<file path="src/shared/audio_port_cfg.svh">
`ifndef AUDIO_PORT_CFG_SVH
`define AUDIO_PORT_CFG_SVH
// Register indices; byte address is four times the index
`define IDX_AUDIO_FORMAT 8'h04
`define IDX_COMPANDING   8'h05
`define IDX_CLOCK_GEN    8'h06
`define IDX_SAMPLE_RATE  8'h07
`define IDX_STATUS       8'h10
// Reset values
`define RST_AUDIO_FORMAT 9'h050
`define RST_COMPANDING   9'h000
`define RST_CLOCK_GEN    9'h140
`define RST_SAMPLE_RATE  9'h000
// Field positions of the rate register
`define RATE_MSB 3
`define RATE_LSB 1
// Frame and word sizes in bit clocks
`define FRAME_BITS   7'h40
`define FRAME_BITS_8 7'h08
`define WORD_BITS    5'h10
`define WORD_BITS_8  5'h08
`define RJ_DELAY     6'h10
// Internal clock edges per sample (256 clocks, two edges each)
`define SYS_EDGES_PER_FS 10'h200
// Companding constants
`define MU_CLIP   13'h1FDE
`define MU_BIAS   13'h0021
`define MU_INVERT 8'hFF
`define A_INVERT  8'h55
`endif

</file>
<file path="src/shared/audio_port_pkg.sv">
package audio_port_pkg;
	typedef enum logic [1:0] {COMP_OFF = 2'b00, COMP_RSVD = 2'b01, COMP_MU = 2'b10, COMP_A = 2'b11} comp_mode_type;
	typedef enum logic [1:0] {
		FORMAT_RIGHT = 2'b00, FORMAT_LEFT = 2'b01, FORMAT_I2S = 2'b10, FORMAT_DSP = 2'b11
	} data_format_type;
	typedef enum logic [1:0] {SP_WAIT = 2'b00, SP_DELAY = 2'b01, SP_SHIFT = 2'b10, SP_DONE = 2'b11} port_state_type;
	typedef struct packed {
		logic       clock_source_select;
		logic [2:0] sysclk_divider;
		logic [2:0] bit_clock_divider;
		logic       spare;
		logic       master_select;
	} clock_gen_type;
	typedef struct packed {
		logic [2:0]    spare;
		logic          eight_bit_word_mode;
		comp_mode_type play_comp;
		comp_mode_type rec_comp;
		logic          loopback;
	} compand_type;
	typedef struct packed {
		logic [1:0]      polarity;
		logic [1:0]      word_length;
		data_format_type data_format_select;
		logic [2:0]      channel;
	} audio_format_type;
endpackage

</file>
<file path="src/frac_divider.sv">
`timescale 1ns/1ps
// Divides a tick stream by half_div/2, so odd half_div gives half-integer ratios
module frac_divider (
	// Clock and reset
	input  wire logic       core_clk,
	input  wire logic       reset_n,
	// Ticks
	input  wire logic       tick_in,
	input  wire logic [6:0] half_div,
	output logic            tick_out
);
	logic [6:0] acc;
	wire  [6:0] sum  = acc + 7'h02;
	wire        wrap = sum >= half_div;
	always_ff @(posedge core_clk or negedge reset_n) begin
		if (!reset_n) begin
			acc      <= 7'h00;
			tick_out <= 1'b0;
		end else begin
			tick_out <= tick_in & wrap;
			if (tick_in) begin
				acc <= wrap ? 7'(sum - half_div) : sum;
			end
		end
	end
endmodule

</file>
<file path="src/g711_codec.sv">
`timescale 1ns/1ps
`include "audio_port_cfg.svh"
// Segmented compressor and expander, purely combinational
module g711_codec (
	// Linear to code
	input  wire logic [15:0] lin_in,
	input  wire logic        a_law_in,
	output logic      [7:0]  code_out,
	// Code to linear
	input  wire logic [7:0]  code_in,
	input  wire logic        a_law_out,
	output logic      [15:0] lin_out
);
	logic        sgn;
	logic [15:0] mag;
	logic [12:0] mu_mag;
	logic [11:0] a_mag;
	logic [2:0]  ex;
	logic [3:0]  mt;
	logic [7:0]  dc;
	logic [15:0] t;
	always_comb begin
		sgn = lin_in[15];
		// A-law folds negatives by one's complement, mu-law by two's
		mag = sgn ? (a_law_in ? ~lin_in : 16'(-lin_in)) : lin_in;
		mu_mag = (mag[15:2] > 14'(`MU_CLIP)) ? `MU_CLIP : mag[14:2];
		mu_mag = mu_mag + `MU_BIAS;
		a_mag = mag[14:3];
		ex = 3'h0;
		if (a_law_in) begin
			for (int i = 1; i < 8; i++) begin
				if (a_mag[i + 4]) ex = 3'(i);
			end
			mt = (ex == 3'h0) ? a_mag[4:1] : 4'(a_mag >> ex);
			code_out = {~sgn, ex, mt} ^ `A_INVERT;
		end else begin
			for (int i = 1; i < 8; i++) begin
				if (mu_mag[i + 5]) ex = 3'(i);
			end
			mt = 4'(mu_mag >> ({1'b0, ex} + 4'h1));
			code_out = ~{sgn, ex, mt};
		end
		dc = a_law_out ? (code_in ^ `A_INVERT) : ~code_in;
		if (a_law_out) begin
			t = {8'h00, dc[3:0], 4'h8};
			if (dc[6:4] != 3'h0) t = 16'((t + 16'h0100) << (dc[6:4] - 3'h1));
			lin_out = dc[7] ? t : 16'(-t);
		end else begin
			t = 16'(({9'h000, dc[3:0], 3'h0} + 16'h0084) << dc[6:4]);
			lin_out = dc[7] ? 16'(16'h0084 - t) : 16'(t - 16'h0084);
		end
	end
endmodule

</file>
<file path="src/audio_port_top.sv">
`timescale 1ns/1ps
`include "audio_port_cfg.svh"
module audio_port_top (
	// Clock and reset
	input  wire logic        core_clk,
	input  wire logic        reset_n,
	// AHB-Lite slave
	input  wire logic        hsel,
	input  wire logic [31:0] haddr,
	input  wire logic [1:0]  htrans,
	input  wire logic        hwrite,
	input  wire logic [2:0]  hsize,
	input  wire logic [31:0] hwdata,
	input  wire logic        hready,
	output logic             hreadyout,
	output logic             hresp,
	output logic      [31:0] hrdata,
	// Clock sources
	input  wire logic        master_clock_in,
	input  wire logic        pll_clock_in,
	// Serial port pins
	input  wire logic        bit_clock_in,
	output logic             bit_clock_out,
	output logic             bit_clock_oe_n,
	input  wire logic        frame_sync_in,
	output logic             frame_sync_out,
	output logic             frame_sync_oe_n,
	input  wire logic        playback_data_in,
	output logic             record_data_out,
	// Audio path
	input  wire logic [15:0] rec_sample,
	output logic             rec_taken,
	output logic      [15:0] play_sample,
	output logic             play_valid,
	output logic             sample_tick,
	output logic      [2:0]  filter_rate_code
);
	audio_port_pkg::audio_format_type audio_fmt;
	audio_port_pkg::compand_type      compand;
	audio_port_pkg::clock_gen_type    clk_gen;
	logic [8:0]                       rate_reg;
	audio_port_pkg::port_state_type   state;
	logic [4:0]  pin_meta;
	logic [4:0]  pin_sync;
	logic        src_prev;
	logic        sys_tick;
	logic        bit_tick;
	logic [9:0]  fs_cnt;
	logic        m_bclk;
	logic        m_fs;
	logic [6:0]  m_bit_cnt;
	logic        bclk_d;
	logic        fs_d;
	logic [5:0]  dly;
	logic [4:0]  bit_idx;
	logic [15:0] tx;
	logic [15:0] rx;
	logic [7:0]  rec_code;
	logic [15:0] play_lin;
	logic [7:0]  last_rec_code;
	logic [7:0]  last_play_code;
	logic        dp_write;
	logic [7:0]  dp_index;
	logic [6:0]  sys_half;

	// Bus decode; every access completes at once with OKAY
	wire        bus_take = hsel & htrans[1] & hready;
	wire [7:0]  bus_index = haddr[9:2];
	wire        bus_mapped = (haddr[31:10] == 22'h000000) & (haddr[1:0] == 2'b00);
	wire [31:0] rd_word =
		!bus_mapped ? 32'h00000000 :
		(bus_index == `IDX_AUDIO_FORMAT) ? {23'h000000, audio_fmt} :
		(bus_index == `IDX_COMPANDING)   ? {23'h000000, compand} :
		(bus_index == `IDX_CLOCK_GEN)    ? {23'h000000, clk_gen} :
		(bus_index == `IDX_SAMPLE_RATE)  ? {23'h000000, rate_reg} :
		(bus_index == `IDX_STATUS)       ? {16'h0000, last_play_code, last_rec_code} : 32'h00000000;
	assign hreadyout = 1'b1;
	assign hresp     = 1'b0;

	always_ff @(posedge core_clk or negedge reset_n) begin
		if (!reset_n) begin
			dp_write <= 1'b0;
			dp_index <= 8'h00;
			hrdata   <= 32'h00000000;
		end else begin
			dp_write <= bus_take & hwrite & bus_mapped;
			if (bus_take) begin
				dp_index <= bus_index;
			end
			if (bus_take & !hwrite) begin
				hrdata <= rd_word;
			end
		end
	end

	always_ff @(posedge core_clk or negedge reset_n) begin
		if (!reset_n) begin
			audio_fmt <= audio_port_pkg::audio_format_type'(`RST_AUDIO_FORMAT);
			compand   <= audio_port_pkg::compand_type'(`RST_COMPANDING);
			clk_gen   <= audio_port_pkg::clock_gen_type'(`RST_CLOCK_GEN);
			rate_reg  <= `RST_SAMPLE_RATE;
		end else if (dp_write) begin
			case (dp_index)
				`IDX_AUDIO_FORMAT: audio_fmt <= audio_port_pkg::audio_format_type'(hwdata[8:0]);
				`IDX_COMPANDING:   compand   <= audio_port_pkg::compand_type'(hwdata[8:0]);
				`IDX_CLOCK_GEN:    clk_gen   <= audio_port_pkg::clock_gen_type'(hwdata[8:0]);
				`IDX_SAMPLE_RATE:  rate_reg  <= hwdata[8:0];
				default: begin
				end
			endcase
		end
	end
	assign filter_rate_code = rate_reg[`RATE_MSB:`RATE_LSB];

	// Pins come from other clocks: two flops before use
	always_ff @(posedge core_clk or negedge reset_n) begin
		if (!reset_n) begin
			pin_meta <= 5'h00;
			pin_sync <= 5'h00;
		end else begin
			pin_meta <= {playback_data_in, frame_sync_in, bit_clock_in, pll_clock_in, master_clock_in};
			pin_sync <= pin_meta;
		end
	end

	// Source edges: both edges count, so dividing by two yields one edge per source cycle
	wire master    = clk_gen.master_select;
	wire src_level = clk_gen.clock_source_select ? pin_sync[1] : pin_sync[0];
	wire src_edge  = src_level ^ src_prev;

	always_comb begin
		case (clk_gen.sysclk_divider)
			3'h0: sys_half = 7'h02;
			3'h1: sys_half = 7'h03;
			3'h2: sys_half = 7'h04;
			3'h3: sys_half = 7'h06;
			3'h4: sys_half = 7'h08;
			3'h5: sys_half = 7'h0C;
			3'h6: sys_half = 7'h10;
			default: sys_half = 7'h18;
		endcase
	end
	// Reserved codes fall back to divide by one
	wire [6:0] bit_half = (clk_gen.bit_clock_divider > 3'h5) ? 7'h02 :
		7'(7'h02 << clk_gen.bit_clock_divider);

	frac_divider u_sys_div (
		.core_clk (core_clk),
		.reset_n  (reset_n),
		.tick_in  (src_edge),
		.half_div (sys_half),
		.tick_out (sys_tick)
	);

	frac_divider u_bit_div (
		.core_clk (core_clk),
		.reset_n  (reset_n),
		.tick_in  (sys_tick),
		.half_div (bit_half),
		.tick_out (bit_tick)
	);

	// Sample strobe for the filters: 256 internal clocks per sample
	always_ff @(posedge core_clk or negedge reset_n) begin
		if (!reset_n) begin
			src_prev    <= 1'b0;
			fs_cnt      <= 10'h000;
			sample_tick <= 1'b0;
		end else begin
			src_prev    <= src_level;
			sample_tick <= sys_tick & (fs_cnt == `SYS_EDGES_PER_FS - 10'h001);
			if (sys_tick) begin
				fs_cnt <= (fs_cnt == `SYS_EDGES_PER_FS - 10'h001) ? 10'h000 : fs_cnt + 10'h001;
			end
		end
	end

	// Master framing
	wire       word8        = compand.eight_bit_word_mode;
	wire       fmt_dsp      = audio_fmt.data_format_select == audio_port_pkg::FORMAT_DSP;
	wire [6:0] frame_len    = word8 ? `FRAME_BITS_8 : `FRAME_BITS;
	wire [6:0] frame_half   = {1'b0, frame_len[6:1]};
	wire       m_fall       = master & bit_tick & m_bclk;
	wire [6:0] next_bit_cnt = (m_bit_cnt >= frame_len - 7'h01) ? 7'h00 : m_bit_cnt + 7'h01;
	wire       next_m_fs    = fmt_dsp ? (next_bit_cnt == 7'h00) : (next_bit_cnt >= frame_half);

	always_ff @(posedge core_clk or negedge reset_n) begin
		if (!reset_n) begin
			m_bclk    <= 1'b0;
			m_fs      <= 1'b0;
			m_bit_cnt <= 7'h00;
		end else if (!master) begin
			m_bclk    <= 1'b0;
			m_fs      <= 1'b0;
			m_bit_cnt <= 7'h00;
		end else begin
			if (bit_tick) begin
				m_bclk <= ~m_bclk;
			end
			if (m_fall) begin
				m_bit_cnt <= next_bit_cnt;
				m_fs      <= next_m_fs;
			end
		end
	end
	assign bit_clock_out   = m_bclk;
	assign frame_sync_out  = m_fs;
	assign bit_clock_oe_n  = ~master;
	assign frame_sync_oe_n = ~master;

	// Line levels seen by the serial engine, own or received
	wire bclk_lvl    = master ? m_bclk : pin_sync[2];
	wire fs_lvl      = master ? m_fs : pin_sync[3];
	wire bclk_rise   = bclk_lvl & ~bclk_d;
	wire bclk_fall   = ~bclk_lvl & bclk_d;
	// DSP frames open on a rising sync, the others on the left phase (low)
	wire frame_start = fmt_dsp ? (fs_lvl & ~fs_d) : (~fs_lvl & fs_d);

	wire [4:0] word_len = word8 ? `WORD_BITS_8 : `WORD_BITS;
	wire [5:0] start_dly =
		(audio_fmt.data_format_select == audio_port_pkg::FORMAT_I2S) ? 6'h01 :
		(audio_fmt.data_format_select == audio_port_pkg::FORMAT_RIGHT && !word8) ? `RJ_DELAY : 6'h00;
	wire        rec_on    = compand.rec_comp[1];
	wire        play_on   = compand.play_comp[1];
	wire [15:0] rec_word  = rec_on ? {rec_code, 8'h00} : rec_sample;
	wire [7:0]  play_code = word8 ? rx[7:0] : rx[15:8];
	wire [15:0] play_word = play_on ? play_lin : (word8 ? {rx[7:0], 8'h00} : rx);
	wire        ser_in    = compand.loopback ? record_data_out : pin_sync[4];

	g711_codec u_codec (
		.lin_in    (rec_sample),
		.a_law_in  (compand.rec_comp[0]),
		.code_out  (rec_code),
		.code_in   (play_code),
		.a_law_out (compand.play_comp[0]),
		.lin_out   (play_lin)
	);

	// Serial engine: loads on frame start, bits out on falls, in on rises
	always_ff @(posedge core_clk or negedge reset_n) begin
		if (!reset_n) begin
			bclk_d          <= 1'b0;
			fs_d            <= 1'b0;
			state           <= audio_port_pkg::SP_WAIT;
			dly             <= 6'h00;
			bit_idx         <= 5'h00;
			tx              <= 16'h0000;
			rx              <= 16'h0000;
			record_data_out <= 1'b0;
			rec_taken       <= 1'b0;
			play_valid      <= 1'b0;
			play_sample     <= 16'h0000;
			last_rec_code   <= 8'h00;
			last_play_code  <= 8'h00;
		end else begin
			bclk_d          <= bclk_lvl;
			fs_d            <= fs_lvl;
			rec_taken       <= frame_start;
			play_valid      <= 1'b0;
			record_data_out <= (state == audio_port_pkg::SP_SHIFT) & tx[15];
			if (frame_start) begin
				tx            <= rec_word;
				rx            <= 16'h0000;
				bit_idx       <= 5'h00;
				dly           <= start_dly;
				last_rec_code <= rec_code;
				state         <= (start_dly == 6'h00) ? audio_port_pkg::SP_SHIFT : audio_port_pkg::SP_DELAY;
			end else begin
				case (state)
					audio_port_pkg::SP_WAIT: begin
					end
					audio_port_pkg::SP_DELAY: begin
						if (bclk_rise) begin
							dly   <= dly - 6'h01;
							state <= (dly == 6'h01) ? audio_port_pkg::SP_SHIFT : audio_port_pkg::SP_DELAY;
						end
					end
					audio_port_pkg::SP_SHIFT: begin
						if (bclk_fall && bit_idx != 5'h00) begin
							tx <= {tx[14:0], 1'b0};
						end
						if (bclk_rise) begin
							rx      <= {rx[14:0], ser_in};
							bit_idx <= bit_idx + 5'h01;
							if (bit_idx == word_len - 5'h01) begin
								state <= audio_port_pkg::SP_DONE;
							end
						end
					end
					audio_port_pkg::SP_DONE: begin
						play_sample    <= play_word;
						play_valid     <= 1'b1;
						last_play_code <= play_code;
						state          <= audio_port_pkg::SP_WAIT;
					end
					default: state <= audio_port_pkg::SP_WAIT;
				endcase
			end
		end
	end
endmodule

</file>
<file path="config.mk">
export PLATFORM = sky130hd
export DESIGN_NAME = audio_port_top
export DESIGN_NICKNAME = d
export VERILOG_FILES = /design/src/shared/audio_port_pkg.sv /design/src/frac_divider.sv /design/src/g711_codec.sv /design/src/audio_port_top.sv
export VERILOG_INCLUDE_DIRS = /design/src /design/src/shared
export SDC_FILE = /design/constraint.sdc
export NUM_CORES = 1
export LEC_CHECK = 0
export ABC_AREA = 0
export BUFFER_PORTS_ARGS = -buffer_cell sky130_fd_sc_hd__buf_2
export CAP_MARGIN = 30
export CORE_MARGIN = 2
export CORE_UTILIZATION = 59
export DETAILED_ROUTE_END_ITERATION = 16
export PLACE_DENSITY = 0.81
export SYNTH_ARGS = -nofsm -noshare
export SYNTH_HDL_FRONTEND = slang
export SYNTH_SLANG_ARGS = --single-unit
</file>
<file path="constraint.sdc">
create_clock -name core_clk -period 5.95 [get_ports core_clk]
set_clock_uncertainty 0.1 [all_clocks]
set_input_delay 1.4875 -clock core_clk [delete_from_list [all_inputs] [get_ports core_clk]]
set_output_delay 1.4875 -clock core_clk [all_outputs]
set_load 0.1 [all_outputs]
</file>
==> summary.md <==
| Metric | Value |
|---|---|
| Dominant cell type by count on the critical path | buf_4 |
| Num rows | 53 |
| Max Fanout on Critical Path | 11 |
| Final weighted congestion in routability-driven placement | 0.973 |
| Starting density of the core | 59.9% |
| Hold Violations, Final | 0 |
| Clk_lat worst skew | 0.44 ns |
| Max VDD drop | 0.193 mV |
| Clock Power Share | 24.9% |
| Die width | 150 µm |
| Run status | complete, no violations |
| Final antenna-violating net count | 0 |
| Slowest stage cell, crit path | or4_4 |
| Biggest area contributors in the synthesized netlist | dfrtp_1 (37%), nand2_1 (5.2%), mux2_2 (4.3%), o21ai_0 (4.3%), a21oi_1 (4.1%) |
| Overall overflow remaining after global route | 0 |
| Sequential share of power | a little over a third |
| Total global-route track usage | a little under 30% |
| Area leader, netlist | dfrtp_1 |
| Root buffer cell | clkbuf_16 |
| Internal power component | ~2800 µW |
| Unique masters post-synth | a little over 90 |
| H-tree levels | 4 |
| Final total negative setup slack | 0 ns |
| Via density per instance | 6.19 |
| Switching share of power | between 40% and 50% |
| Comb pwr share | 39.0% |
| Top cell type's share of synthesized area | between 30% and 40% |
| Post-synth EDFFs | 0 |
| Number of standard cells after synthesis | 1431 |
| Die footprint | approximately 22000 µm² |
| Most common cell after layout, fill and taps aside | dfrtp_1 |
| #FFs+latches synth | 189 |
| Slew at the pin closest to its max-slew limit | 0.994 ns |
| CTS sink count | roughly 190 |
| Data arrival time of the critical path | 5.94 ns |
| Critical path's top delay family | compound AO/OA/AOI/OAI gates |
| Worst stage delay on the critical path | around 0.57 ns |
| # IOs | roughly 160 |
| Critical path data required time | 6.17 ns |
| Setup slack on the worst flop-to-flop path | 0.78 ns |
| Total half-perimeter wirelength after legalization and detailed placement | around 23000 µm |
| Pre-CTS setup slack | -0.220 ns |
| Clock tree from TritonCTS | done |
| Footprint of the multi-input gates | about 7300 µm² |
| Average routed wire per standard cell | between 15 and 20 µm |
| Via count of the first global-routing pass | 10600 |
| Final worst path period share | 96.1% |
| Synth Flop Type | dfrtp_1 |
| Kind of capture point of the worst setup path | register |
| Max-slew headroom at the worst pin | 31.8% |
| Routed Wire Length | 32700 µm |
| First-pass GRT wire length | 52600 µm |
| Overall Power | roughly 4700 µW |
| Kind of critical path | in -> reg |
| Post-route standard cell area excluding fillers | 14300 µm² |
| Inserted Diodes | 0 |
| Buffers & Inverters on Critical Path | 5 |
| Layout fillers | between 1500 and 2000 |
| Time the final worst path needs with I/O delays and setup | between 5 and 6 ns |
| Warnings, synthesis | 0 |
| Ordered list of cells on the worst path | buf_2 -> or4_4 -> buf_4 -> o41ai_1 -> buf_4 -> a41oi_2 -> o21ai_2 -> nor2_1 -> ha_1 -> inv_2 -> a31oi_1 -> buf_4 -> a21o_1 -> a211o_1 -> a211oi_4 -> and2_1 -> a31oi_1 -> nand3_1 -> o2111ai_1 -> o2bb2ai_1 -> mux2_1 |
| Most used cells in the layout excluding fill and tap cells | dfrtp_1 (185), nand2_1 (174), nor2_1 (111) |
| Max_cap viols | 0 |
| Fraction of the yosys area taken by sequential cells | 37.9% |
| Placed cell areas | 13600 µm² |
| Layout cell share with drive strength beyond 1 | approximately a fifth |
| CTS buffer count | 17 |
| Leakage | 0.00634 µW |
| Sequential standard cell area | 4730 µm² |
| Remaining design rule violation count | 0 |
| Nets | between 1500 and 2000 |
| Worst-case setup margin in the final layout | 0.232 ns |
| Clock buffer depth | 2 |
| Final cell count without fillers | 1845 |
| Setup repair after global routing missed its margin | no |
| Startpoint class of the critical path | primary input |
| # port buffers | 110 |
| Number of setup violations in the final report | 0 |
| Async SR Flop Fraction | 100% |
| Die extent in y | 150 µm |
| Path category of the worst min-delay check | reg -> reg |
| Pwr per Cell Area | 328 nW/µm² |
| Core box area | 20900 µm² |
| DRT Pass-1 Iters | 6 |
| Syn Area/Cell | a little under 9 µm² |
| Placed Cells | ~1800 |
| Max-slew violation count | 0 |
| Netlist area before placement | approximately 13000 µm² |
| Iter 0 DRT Violations | 984 |
| Area growth from synthesis to layout | 14.2% |
| Vias | 11400 |
| Maximum operating frequency | ~170 MHz |
| Maximum number of pins on one net before global-route repair | approximately 120 |
| Switching component of the power | 1940 µW |
| Reg clk slew, reported paths | 0.08 ns |
| Number of antenna violations at the first check in global routing | 1 |
final timing paths:
path	endpoint	from	cells past startpoint
hold reg to reg	pin_sync[0]	pin_meta[0]	0
max in group asynchronous	frame_sync_out	reset_n	3
min in group asynchronous	sample_tick	reset_n	1
hold / removal	pin_sync[0]	pin_meta[0]	0
setup reg to reg	play_sample[13]	word8	19
setup / recovery	last_rec_code[0]	rec_sample[2]	21
stage by stage:
step | utilization, % | hold slack [ns]
after detailed placement | 65.2 | 0.236
after global placement | 65.2 | 0.233
after global routing | 68.4 | 0.260
after CTS | 68.1 | 0.254
after floorplan | - | 0.231
final | 68.4 | 0.252
final cells by class:
cell class                      instances  area share, %
Clock buffer                           17           2.98
Clock inverter                         15           1.22
Inverter                               40           1.05
Multi-Input combinational cell       1120           51.0
Sequential cell                       189           33.2
Tap cell                              275           2.41
Timing Repair Buffer                  189           8.21
cell families after synthesis:
group | after synthesis | synth area share, %
multiplexers | 93 | 8.18
AND/OR/NAND/NOR | 493 | 18.9
other | 2 | 0.0600
buffers and inverters | 138 | 4.91
AO/OA/AOI/OAI | 390 | 20.0
adder cells (fa/ha/maj) | 37 | 3.76
XOR/XNOR | 89 | 6.29
flip-flops | 189 | 37.9
power groups by stage:
stage               combinational [µW]  sequential [µW]  clock, µW
detailed placement                1800             1710          0
global placement                  1740             1700          0
finish                            1830             1690       1170
global route                      2020             1720       1230
floorplan                         1180             1940          0
CTS                               1820             1690       1170
synthesized netlist by cell type (4+ instances only):
cell / instances
xnor2_1: 50
o22ai_1: 9
a31o_2: 8
ha_1: 36
a22o_1: 9
nand2_1: 174
or2_2: 6
nor2_1: 111
nand3b_1: 8
a211oi_1: 12
nor4b_1: 5
nor4_1: 13
mux2i_1: 40
nand2b_1: 17
buf_2: 5
dfstp_2: 4
o41ai_1: 5
o21ai_1: 15
and2_1: 7
a21oi_1: 102
nand4_1: 13
clkbuf_1: 62
and3_1: 7
o31ai_1: 7
buf_4: 22
xor2_1: 38
mux2_2: 48
o21a_1: 6
or3_1: 11
nand3_1: 39
o211a_1: 4
nor3_1: 35
nor3b_1: 13
a221oi_1: 11
o21ai_0: 107
dfrtp_1: 185
a211o_1: 4
a21o_1: 15
buf_1: 8
inv_1: 35
a22oi_1: 4
o211ai_1: 12
nor2b_1: 15
a31oi_1: 20
or4_1: 4
per-layer routing:
| metal | global-route usage (%) | routed length (µm) | vias up |
|---|---|---|---|
| li1 | - | - | 5367 |
| met1 | 40.3 | 14100 | 5491 |
| met2 | 48.2 | 15600 | 490 |
| met3 | 5.24 | 2380 | 65 |
| met4 | 7.33 | 590 | 2 |
| met5 | 0 | 13 | - |
repair_timing:
action,CTS,global route
hold buffers,0,0
gates resized for setup,0,6
buffers inserted,0,0
setup endpoints to repair,0,9
No activity file was read; power rests on OpenSTA's default activity.
